File: config.mk
export PLATFORM = sky130hd
export DESIGN_NAME = usb_phy_utmi_control_regs
export DESIGN_NICKNAME = d
export VERILOG_FILES = /design/src/utmi_ctrl_pkg.sv /design/src/usb_phy_utmi_control_regs.sv
export SDC_FILE = /design/constraint.sdc
export NUM_CORES = 1
export LEC_CHECK = 0
export BUFFER_PORTS_ARGS = -buffer_cell sky130_fd_sc_hd__buf_2
export CAP_MARGIN = 20
export CORE_MARGIN = 1.5
export CORE_UTILIZATION = 44
export CTS_CLUSTER_SIZE = 28
export DETAILED_ROUTE_END_ITERATION = 16
export GPL_TIMING_DRIVEN = 0
export PLACE_DENSITY_LB_ADDON = 0.2
export SLEW_MARGIN = 20
export SYNTH_ARGS = -nofsm -noshare
export SYNTH_HDL_FRONTEND = slang
export SYNTH_SLANG_ARGS = --single-unit
File: constraint.sdc
create_clock -name i_mclk -period 2.58 [get_ports i_mclk]
set_input_delay 0.516 -clock i_mclk [delete_from_list [all_inputs] [get_ports i_mclk]]
set_output_delay 0.516 -clock i_mclk [all_outputs]
set_load 0.005 [all_outputs]
File: src/utmi_ctrl_pkg.sv
// package: register map, field layout and reset values of the utmi control bank
// How it works
// - bits 14:12 of setup pick crystal frequency code, reset value 1.
// - setup bit 11 enables the id pin detection pad, reset 0.
// - setup bit 10 enables link power management, reset 0.
// - setup bit 9 enables the transceiver pll, reset 0.
// - setup bit 8 enables transmit bit stuffing, reset 0.
// - setup bits 7 and 6 enable minus and plus line pulldowns, reset 0.
// - setup bit 5 drives suspend level directly, reset 1.
// - setup bits 4:3 drive operating mode directly, reset 1.
// - setup bit 2 drives termination select directly, reset 1.
// - setup bits 1:0 drive transceiver select directly, reset 1.
// - reset bit 1 holds interface logic in reset while 1, reset 1.
// - reset bit 0 releases transceiver when 1, reset 0.
// - shim bit 1 routes line state, else active and valid, to flag ports.
// - shim bit 0 gates the valid flag with active.
// - status bit 3 reports id pad above 100 kilohm to ground.
// - status bit 2 reports no device attached.
// - status bits 1:0 report current line state.
// - registers sit at index 0xf008, 0xf00a, 0xf00c, 0xf011; upper bits reserved.
package utmi_ctrl_pkg;
   localparam int ADDR_W = 18;
   // printed offsets are word indices; byte address is four times the index
   localparam logic [15:0] IDX_SETUP = 16'hf008;
   localparam logic [15:0] IDX_RESET = 16'hf00a;
   localparam logic [15:0] IDX_SHIM = 16'hf00c;
   localparam logic [15:0] IDX_STATUS = 16'hf011;

   typedef struct packed {
      logic [2:0] osc_freq;
      logic id_pad_enable;
      logic link_power_mgmt_enable;
      logic pll_enable;
      logic tx_stuffing_enable;
      logic minus_line_pulldown;
      logic plus_line_pulldown;
      logic suspend_drive_value;
      logic [1:0] op_mode_drive;
      logic termination_drive;
      logic [1:0] transceiver_select_drive;
   } setup_t;

   typedef struct packed {
      logic macro_interface_reset;
      logic transceiver_power_on_reset;
   } reset_ctl_t;

   typedef struct packed {
      logic flag_mode_linestate;
      logic gate_valid_with_active;
   } shim_t;

   typedef struct packed {
      logic self_test_passed;
      logic id_pad_high;
      logic no_device_attached;
      logic [1:0] line_state;
   } status_t;

   localparam int SETUP_W = 15;
   localparam int RESET_W = 2;
   localparam int SHIM_W = 2;
   localparam int STATUS_W = 5;

   localparam setup_t SETUP_RST = '{osc_freq: 3'h1, id_pad_enable: 1'b0, link_power_mgmt_enable: 1'b0,
      pll_enable: 1'b0, tx_stuffing_enable: 1'b0, minus_line_pulldown: 1'b0, plus_line_pulldown: 1'b0,
      suspend_drive_value: 1'b1, op_mode_drive: 2'h1, termination_drive: 1'b1, transceiver_select_drive: 2'h1};
   localparam reset_ctl_t RESET_RST = '{macro_interface_reset: 1'b1, transceiver_power_on_reset: 1'b0};
   localparam shim_t SHIM_RST = '{flag_mode_linestate: 1'b0, gate_valid_with_active: 1'b0};
   localparam status_t STATUS_RST = '{self_test_passed: 1'b0, id_pad_high: 1'b0, no_device_attached: 1'b0,
      line_state: 2'h0};

   // answer returned to an unmapped address
   localparam logic [31:0] UNMAPPED_DATA = 32'h0000_0000;
endpackage

File: src/usb_phy_utmi_control_regs.sv
// utmi control/status register bank on avalon-mm, drives static utmi levels and the flag ports
//
// Added by the designer: the Avalon-MM interface to the registers.
`timescale 1ns/100ps
module usb_phy_utmi_control_regs (
   input wire logic i_mclk,
   input wire logic i_rst,
   input wire logic [utmi_ctrl_pkg::ADDR_W-1:0] i_avs_address,
   input wire logic i_avs_read,
   input wire logic i_avs_write,
   input wire logic [31:0] i_avs_writedata,
   input wire logic [3:0] i_avs_byteenable,
   output logic [31:0] o_avs_readdata,
   output logic o_avs_waitrequest,
   output logic [1:0] o_avs_response,
   input wire logic [1:0] i_utmi_line_state,
   input wire logic i_utmi_rx_active,
   input wire logic i_utmi_rx_valid,
   input wire logic i_phy_host_disconnect,
   input wire logic i_phy_id_high,
   input wire logic i_phy_self_test_ok,
   output utmi_ctrl_pkg::setup_t o_phy_setup,
   output logic o_utmi_reset,
   output logic o_phy_reset,
   output logic o_flag_port_a,
   output logic o_flag_port_b
);
   import utmi_ctrl_pkg::*;

   setup_t setup_q;
   reset_ctl_t reset_q;
   shim_t shim_q;
   status_t stat_meta_q;
   status_t stat_q;
   logic [1:0] rxf_meta_q;
   logic [1:0] rxf_q;
   logic ack_q;
   logic [31:0] rdata_d;
   logic [31:0] wmask;
   logic [15:0] idx;
   logic hit;
   logic req;

   // byte address carries two zero low bits; index is the rest
   assign idx = i_avs_address[ADDR_W-1:2];
   assign req = (i_avs_read | i_avs_write) & ~ack_q;
   assign wmask = {{8{i_avs_byteenable[3]}}, {8{i_avs_byteenable[2]}},
                   {8{i_avs_byteenable[1]}}, {8{i_avs_byteenable[0]}}};

   // one wait cycle per access: registered answer keeps readdata off the address path
   always_ff @(posedge i_mclk) begin
      if (i_rst) begin
         ack_q <= 1'b0;
      end else begin
         ack_q <= req;
      end
   end
   assign o_avs_waitrequest = (i_avs_read | i_avs_write) & ~ack_q;

   always_comb begin
      rdata_d = UNMAPPED_DATA;
      hit = 1'b1;
      case (idx)
         IDX_SETUP: rdata_d = {{(32-SETUP_W){1'b0}}, setup_q};
         IDX_RESET: rdata_d = {{(32-RESET_W){1'b0}}, reset_q};
         IDX_SHIM: rdata_d = {{(32-SHIM_W){1'b0}}, shim_q};
         IDX_STATUS: rdata_d = {{(32-STATUS_W){1'b0}}, stat_q};
         default: hit = 1'b0;
      endcase
   end

   always_ff @(posedge i_mclk) begin
      if (i_rst) begin
         o_avs_readdata <= 32'h0000_0000;
         o_avs_response <= 2'b00;
      end else if (req) begin
         o_avs_readdata <= i_avs_read ? rdata_d : 32'h0000_0000;
         o_avs_response <= hit ? 2'b00 : 2'b11;
      end
   end

   // writes land on the first request cycle; master holds it until waitrequest drops
   always_ff @(posedge i_mclk) begin
      if (i_rst) begin
         setup_q <= SETUP_RST;
      end else if (req && i_avs_write && idx == IDX_SETUP) begin
         setup_q <= setup_t'((setup_q & ~wmask[SETUP_W-1:0]) | (i_avs_writedata[SETUP_W-1:0] & wmask[SETUP_W-1:0]));
      end
   end

   always_ff @(posedge i_mclk) begin
      if (i_rst) begin
         reset_q <= RESET_RST;
      end else if (req && i_avs_write && idx == IDX_RESET && i_avs_byteenable[0]) begin
         reset_q <= reset_ctl_t'(i_avs_writedata[RESET_W-1:0]);
      end
   end

   always_ff @(posedge i_mclk) begin
      if (i_rst) begin
         shim_q <= SHIM_RST;
      end else if (req && i_avs_write && idx == IDX_SHIM && i_avs_byteenable[0]) begin
         shim_q <= shim_t'(i_avs_writedata[SHIM_W-1:0]);
      end
   end

   // status pins are asynchronous to i_mclk
   always_ff @(posedge i_mclk) begin
      if (i_rst) begin
         stat_meta_q <= STATUS_RST;
         stat_q <= STATUS_RST;
         rxf_meta_q <= 2'b00;
         rxf_q <= 2'b00;
      end else begin
         stat_meta_q <= '{self_test_passed: i_phy_self_test_ok, id_pad_high: i_phy_id_high,
            no_device_attached: i_phy_host_disconnect, line_state: i_utmi_line_state};
         stat_q <= stat_meta_q;
         rxf_meta_q <= {i_utmi_rx_active, i_utmi_rx_valid};
         rxf_q <= rxf_meta_q;
      end
   end

   assign o_phy_setup = setup_q;
   assign o_utmi_reset = reset_q.macro_interface_reset;
   assign o_phy_reset = ~reset_q.transceiver_power_on_reset;

   // flags are registered so the processor ports never see a select glitch
   always_ff @(posedge i_mclk) begin
      if (i_rst) begin
         o_flag_port_a <= 1'b0;
         o_flag_port_b <= 1'b0;
      end else if (shim_q.flag_mode_linestate) begin
         o_flag_port_a <= stat_q.line_state[1];
         o_flag_port_b <= stat_q.line_state[0];
      end else begin
         o_flag_port_a <= rxf_q[1];
         o_flag_port_b <= shim_q.gate_valid_with_active ? (rxf_q[0] & rxf_q[1]) : rxf_q[0];
      end
   end
endmodule

==> results.json, run 1 <==
{
  "diodes": 0,
  "clock_sinks": 52,
  "clk_path_buf_depth": 2,
  "skew_ns": 0.005853,
  "place_hpwl_um": 4189,
  "p_sw_w": 0.0003385,
  "p_sw_share_pct": 21.15,
  "antenna_found_initial": 0,
  "ir_drop_mv": 0.3924,
  "dr_total_vias": 2068,
  "hp-class": "in2reg",
  "setup_tns_ns": 0,
  "finalNonFillerCells": 421,
  "cts_hold_buffers": 0,
  "htreeDepth": 2,
  "cts_buffers": 5,
  "worstPathArrival_ns": 2.41,
  "met1_usage_pct": 25.53,
  "core_region_area_um2": 4786,
  "drv_slew": 0,
  "wl_per_cell_um": 12.92,
  "cts_tree": "done",
  "worst_ep_required_time_ns": 2.81,
  "rows": 25,
  "first_global_vias": 1934,
  "portBuffers": 78,
  "synth_top_area_share_pct": 46.90,
  "outcome": "complete, no violations",
  "period_minus_slack_ns": 2.171,
  "worst_pin_slew_ns": 0.9888,
  "ys_async_sr_fraction_pct": 0,
  "synthDistinctLibCells": 33,
  "synth.most_common_cell": "dfxtp_1",
  "syn2layout_area_growth_pct": 29.88,
  "final_util_pct": 60.24,
  "worstSetupPathType": "in2reg",
  "use_met2_pct": 34.62,
  "post-route-period-util_pct": 84.15,
  "fmax_mhz": 460.6,
  "clock_latency_ns": 0.30,
  "grt_pass1_wl_um": 8569,
  "crit_fanout": 10,
  "synth_area_per_cell_um2": 8.773,
  "num-fill-cells": 473,
  "clkPwrFrac_pct": 40.0,
  "ys_ff_latch": 52,
  "drtIter0Drc": 115,
  "postCtsSetupRepairBufs": 0,
  "clk_pin_slew_ns": 0.09,
  "pwr_density_cell_nw_per_um2": 555.0,
  "gp_congestion": 0.8833,
  "avgViaCountPerCell": 4.912,
  "cts_resized": 0,
  "finalSetupViolations": 0,
  "drc": 0,
  "grt_use_met3_pct": 4.065,
  "pwr-share-seq_pct": 51.2,
  "ys_seq_area_share_pct": 46.90,
  "rsz0062_at_grt": "false",
  "drive_gt1_share_pct": 31.36,
  "synth_ff_type": "dfxtp_1",
  "root_buffer": "clkbuf_8",
  "fp.dieW_um": 74.03,
  "synth_largest_area_cell": "dfxtp_1",
  "grt-ovfl-total": 0,
  "gr-usage-all-layers_pct": 20.30,
  "synth_edf_count": 0,
  "first_pass_iters": 4,
  "slew_headroom_pct": 33.53,
  "start_kind": "primary input",
  "nets": 419,
  "grt_max_degree": 16,
  "internal_power_w": 0.001262,
  "num_io_pins": 119,
  "grt-busiest-layer": "met2",
  "totalWireLength_um": 5438,
  "die-area_um2": 5480,
  "combinationalPowerShare_pct": 8.8,
  "postRouteAntennaNets": 0,
  "initial_utilization_pct": 46.38,
  "yosys-top-cells-count": "52 x dfxtp_1, 24 x a21oi_1, 21 x nand2_1",
  "drv_cap": 0,
  "synthCells": 253,
  "netlist_top_cells_area": "dfxtp_1 47%, buf_4 6.4%, a21oi_1 5.4%, nand4_1 5.4%, nor2b_1 4.2%",
  "crit_path_end_kind": "flip-flop",
  "leakage_nw": 1.260,
  "finalHoldViolCount": 0,
  "yosysWarningCount": 0,
  "dp_cells": 414,
  "die_h_um": 74.03,
  "synth_area_um2": 2220
}
==> stage by stage <==
stage	power [W]	setup WS, ns	area [um^2]	hold slack, ns
final	0.001600	0.4089	2883	0.4190
after detailed placement	0.0009777	0.1462	2754	0.4228
after floorplan	0.0009210	0.4676	2280	0.4138
after global placement	0.0009757	0.1386	2754	0.4174
after CTS	0.001608	0.4343	2883	0.4148
after global routing	0.001654	0.3191	2883	0.4184
==> placed cells by master, fill, tap and decap left out, types with 8 or more instances in the layout <==
master    synthesis  routed
buf_4            19      19
nand3_1          13      13
o21ai_0          13      13
buf_2             0      78
nor2b_1          15      15
nor2_1           17      17
a21oi_1          24      24
nand2_1          21      21
conb_1            1      17
dfxtp_1          52      52
mux2i_1           8       8
nand4_1          19      19
clkbuf_1         12      12
==> routing by layer <==
layer	vias to the layer above	wire, um
li1	1056	-
met1	930	2383
met2	72	2646
met3	10	312
met4	0	96
met5	-	0
==> cells by family (layout without fill, tap and decap cells) <==
kind of cell           count (synthesis)  after routing  synth area share [%]
and+or+nand+nor                      109            109                 27.73
DFF                                   52             52                 46.90
AOI/OAI and AO/OA                     47             47                 11.95
buffers and inverters                 36            121                 9.639
muxes                                  8              8                 3.608
other                                  1             17                0.1689
==> worst max-delay path: stages <==
cell,delay [ns]
buf_2,0.12
or4b_1,0.62
nor4_2,0.78
nand4_1,0.19
a21oi_1,0.18
==> area by class of cell <==
cell class | count | area (um^2) | share of cell area [%]
flip-flops and latches | 52 | 1041 | 36.11
clock buffers | 5 | 68.82 | 2.387
inverters | 4 | 15.01 | 0.5208
well taps | 67 | 83.83 | 2.908
multi-input cells | 181 | 1025 | 35.55
plain buffers | 32 | 198.9 | 6.901
repair buffers | 78 | 390.4 | 13.54
clock inverters | 2 | 60.06 | 2.083
==> worst paths after layout <==
path | end | slack (ns) | from | cells after the start
max reg2reg | flip-flop | 0.46 | ack_q$_SDFF_PP0_ | 4
min reg2reg | rxf_q[1]$_SDFF_PP0_ | 0.44 | rxf_meta_q[1]$_SDFF_PP0_ | 1
max | flip-flop | 0.41 | i_avs_address[2] | 5
min | stat_meta_q[1]$_SDFF_PP0_ | 0.42 | i_utmi_line_state[1] | 2
==> power groups by stage <==
stage,sequential [W],clock [W],combinational [W]
after floorplan,0.000838,0,0.0000830
after global placement,0.000839,0,0.000137
after detailed placement,0.000839,0,0.000139
after CTS,0.000820,0.000648,0.000140
after global routing,0.000821,0.000676,0.000156
final,0.000820,0.000640,0.000140
Note: power is estimated with default switching activity, not from simulation.
==> run 2, diff against run 1 <==
Clock period 2.58 ns to 2.1 ns, I/O delays scaled along.
==> results.json, run 2 (synthesis gave the netlist of run 1 again) <==
{
  "htreeDepth": 2,
  "outcome": "complete, no violations",
  "fmax_mhz": 520.2,
  "crit_family": "simple AND/OR/NAND/NOR gates",
  "place_hpwl_um": 4189,
  "num-fill-cells": 472,
  "clock_sinks": 52,
  "num_io_pins": 119,
  "clkPwrFrac_pct": 40.0,
  "pwr-share-seq_pct": 51.1,
  "grt_pass1_wl_um": 8597,
  "totalWireLength_um": 5469,
  "combinationalPowerShare_pct": 8.9,
  "avgViaCountPerCell": 4.915,
  "post-route-period-util_pct": 91.53,
  "clk_path_buf_depth": 2,
  "final_common_cell": "buf_2",
  "root_buffer": "clkbuf_8",
  "ir_drop_mv": 0.4838,
  "grt_max_degree": 16,
  "drtIter0Drc": 100,
  "crit_chain": "or4b_4 -> or4_4 -> buf_6 -> o21ai_0 -> a21oi_1",
  "dr_total_vias": 2079,
  "diodes": 0,
  "die-area_um2": 5480,
  "path_buf_inv": 1,
  "rsz0062_at_grt": "false",
  "total_power_w": 0.001970,
  "first_global_vias": 1937,
  "period_minus_slack_ns": 1.922,
  "drv_slew": 0,
  "core_region_area_um2": 4786,
  "met1_usage_pct": 25.61,
  "first_pass_iters": 4,
  "drv_cap": 0,
  "setup_tns_ns": 0,
  "slowest_delay_ns": 0.53,
  "wl_per_cell_um": 12.93,
  "worstPathArrival_ns": 2.10,
  "worstSetupPathType": "reg2reg",
  "postRouteAntennaNets": 0,
  "start_kind": "flip-flop",
  "leakage_nw": 1.284,
  "cts_buffers": 5,
  "grt-ovfl-total": 0,
  "dp_cells": 414,
  "pwr_density_cell_nw_per_um2": 676.8,
  "gr-usage-all-layers_pct": 20.36,
  "finalSetupViolations": 0,
  "finalNonFillerCells": 423,
  "internal_power_w": 0.001551,
  "drive_gt1_share_pct": 32.02,
  "p_sw_share_pct": 21.27,
  "grt-busiest-layer": "met2",
  "cts_tree": "done",
  "crit_path_end_kind": "flip-flop",
  "cts_hold_buffers": 0,
  "drc": 0,
  "use_met2_pct": 34.72,
  "final_cell_mix": "78 x buf_2, 52 x dfxtp_1, 24 x a21oi_1",
  "finalHoldViolCount": 0,
  "syn2layout_area_growth_pct": 31.12,
  "critPathSlowestCell": "or4b_4",
  "initial_utilization_pct": 46.38,
  "nets": 421,
  "gp_congestion": 0.8833,
  "clk_pin_slew_ns": 0.09,
  "slew_headroom_pct": 53.87,
  "die_h_um": 74.03,
  "p_sw_w": 0.0004190,
  "grt_use_met3_pct": 4.065,
  "hp-class": "in2reg",
  "antenna_found_initial": 0,
  "rows": 25,
  "worst_pin_slew_ns": 0.6866,
  "portBuffers": 78,
  "clock_latency_ns": 0.30,
  "skew_ns": 0.005094,
  "worst_ep_required_time_ns": 2.27,
  "fp.dieW_um": 74.03,
  "crit_fanout": 10
}
==> run 2: cell types whose count changed in the layout (fill, tap and decap cells not counted), sizes merged <==
cell	delta
buf	+2
==> run 2: per-layer routing <==
layer | up-vias | share of wire (%)
li1 | 1059 | -
met1 | 942 | 44
met2 | 71 | 49
met3 | 7 | 5.7
met4 | 0 | 1.2
met5 | - | 0
==> run 2: final timing paths <==
| kind | slack, ns | depth (start not counted) | from | end |
|---|---|---|---|---|
| worst max-delay path | 0.18 | 5 | ack_q$_SDFF_PP0_ | shim_q[1]$_SDFFE_PP0P_ |
| worst min-delay path | 0.32 | 2 | i_utmi_line_state[1] | stat_meta_q[1]$_SDFF_PP0_ |
| worst max register to register | 0.18 | 5 | ack_q$_SDFF_PP0_ | shim_q[1]$_SDFFE_PP0P_ |
| worst min register to register | 0.44 | 1 | rxf_meta_q[1]$_SDFF_PP0_ | rxf_q[1]$_SDFF_PP0_ |
==> run 2: worst reg2reg max path: cells and delay by family (launching register included) <==
| family | cells | cell delay [ns] |
|---|---|---|
| AO/OA/AOI/OAI | 2 | 0.25 |
| buffers and inverters | 1 | 0.17 |
| flip-flops | 1 | 0.33 |
| AND/OR/NAND/NOR | 2 | 1.03 |
==> run 2: area by class of cell <==
class	count	area [um^2]	area share (%)
Timing Repair Buffer	80	405.4	13.93
Buffer	32	198.9	6.836
Clock inverter	2	60.06	2.064
Sequential cell	52	1041	35.77
Inverter	4	15.01	0.5159
Clock buffer	5	68.82	2.365
Tap cell	67	83.83	2.880
Multi-Input combinational cell	181	1037	35.64
==> run 2: power groups by stage <==
stage / Clock (W) / Combinational (W) / Sequential [W]
final: 0.000788 / 0.000175 / 0.00101
after global routing: 0.000831 / 0.000194 / 0.00101
after CTS: 0.000796 / 0.000172 / 0.00101
after detailed placement: 0 / 0.000171 / 0.00103
after global placement: 0 / 0.000169 / 0.00103
after floorplan: 0 / 0.000102 / 0.00103
==> run 2: what timing repair did <==
action	CTS	global route
gates cloned	0	0
endpoints found under the setup margin	1	13
setup buffers	0	2
pin swaps	0	1
resized for setup	1	1
==> run 2: metrics by stage <==
stage	utilization (%)	instance area, um^2	setup WS [ns]	hold WS, ns
CTS	60.42	2892	0.09942	0.3188
finish	60.81	2910	0.1778	0.3225
global route	60.81	2910	0.08190	0.3224
floorplan	-	2280	0.08360	0.4138
global placement	57.54	2754	-0.2454	0.4174
detailed placement	57.54	2754	-0.2378	0.4228
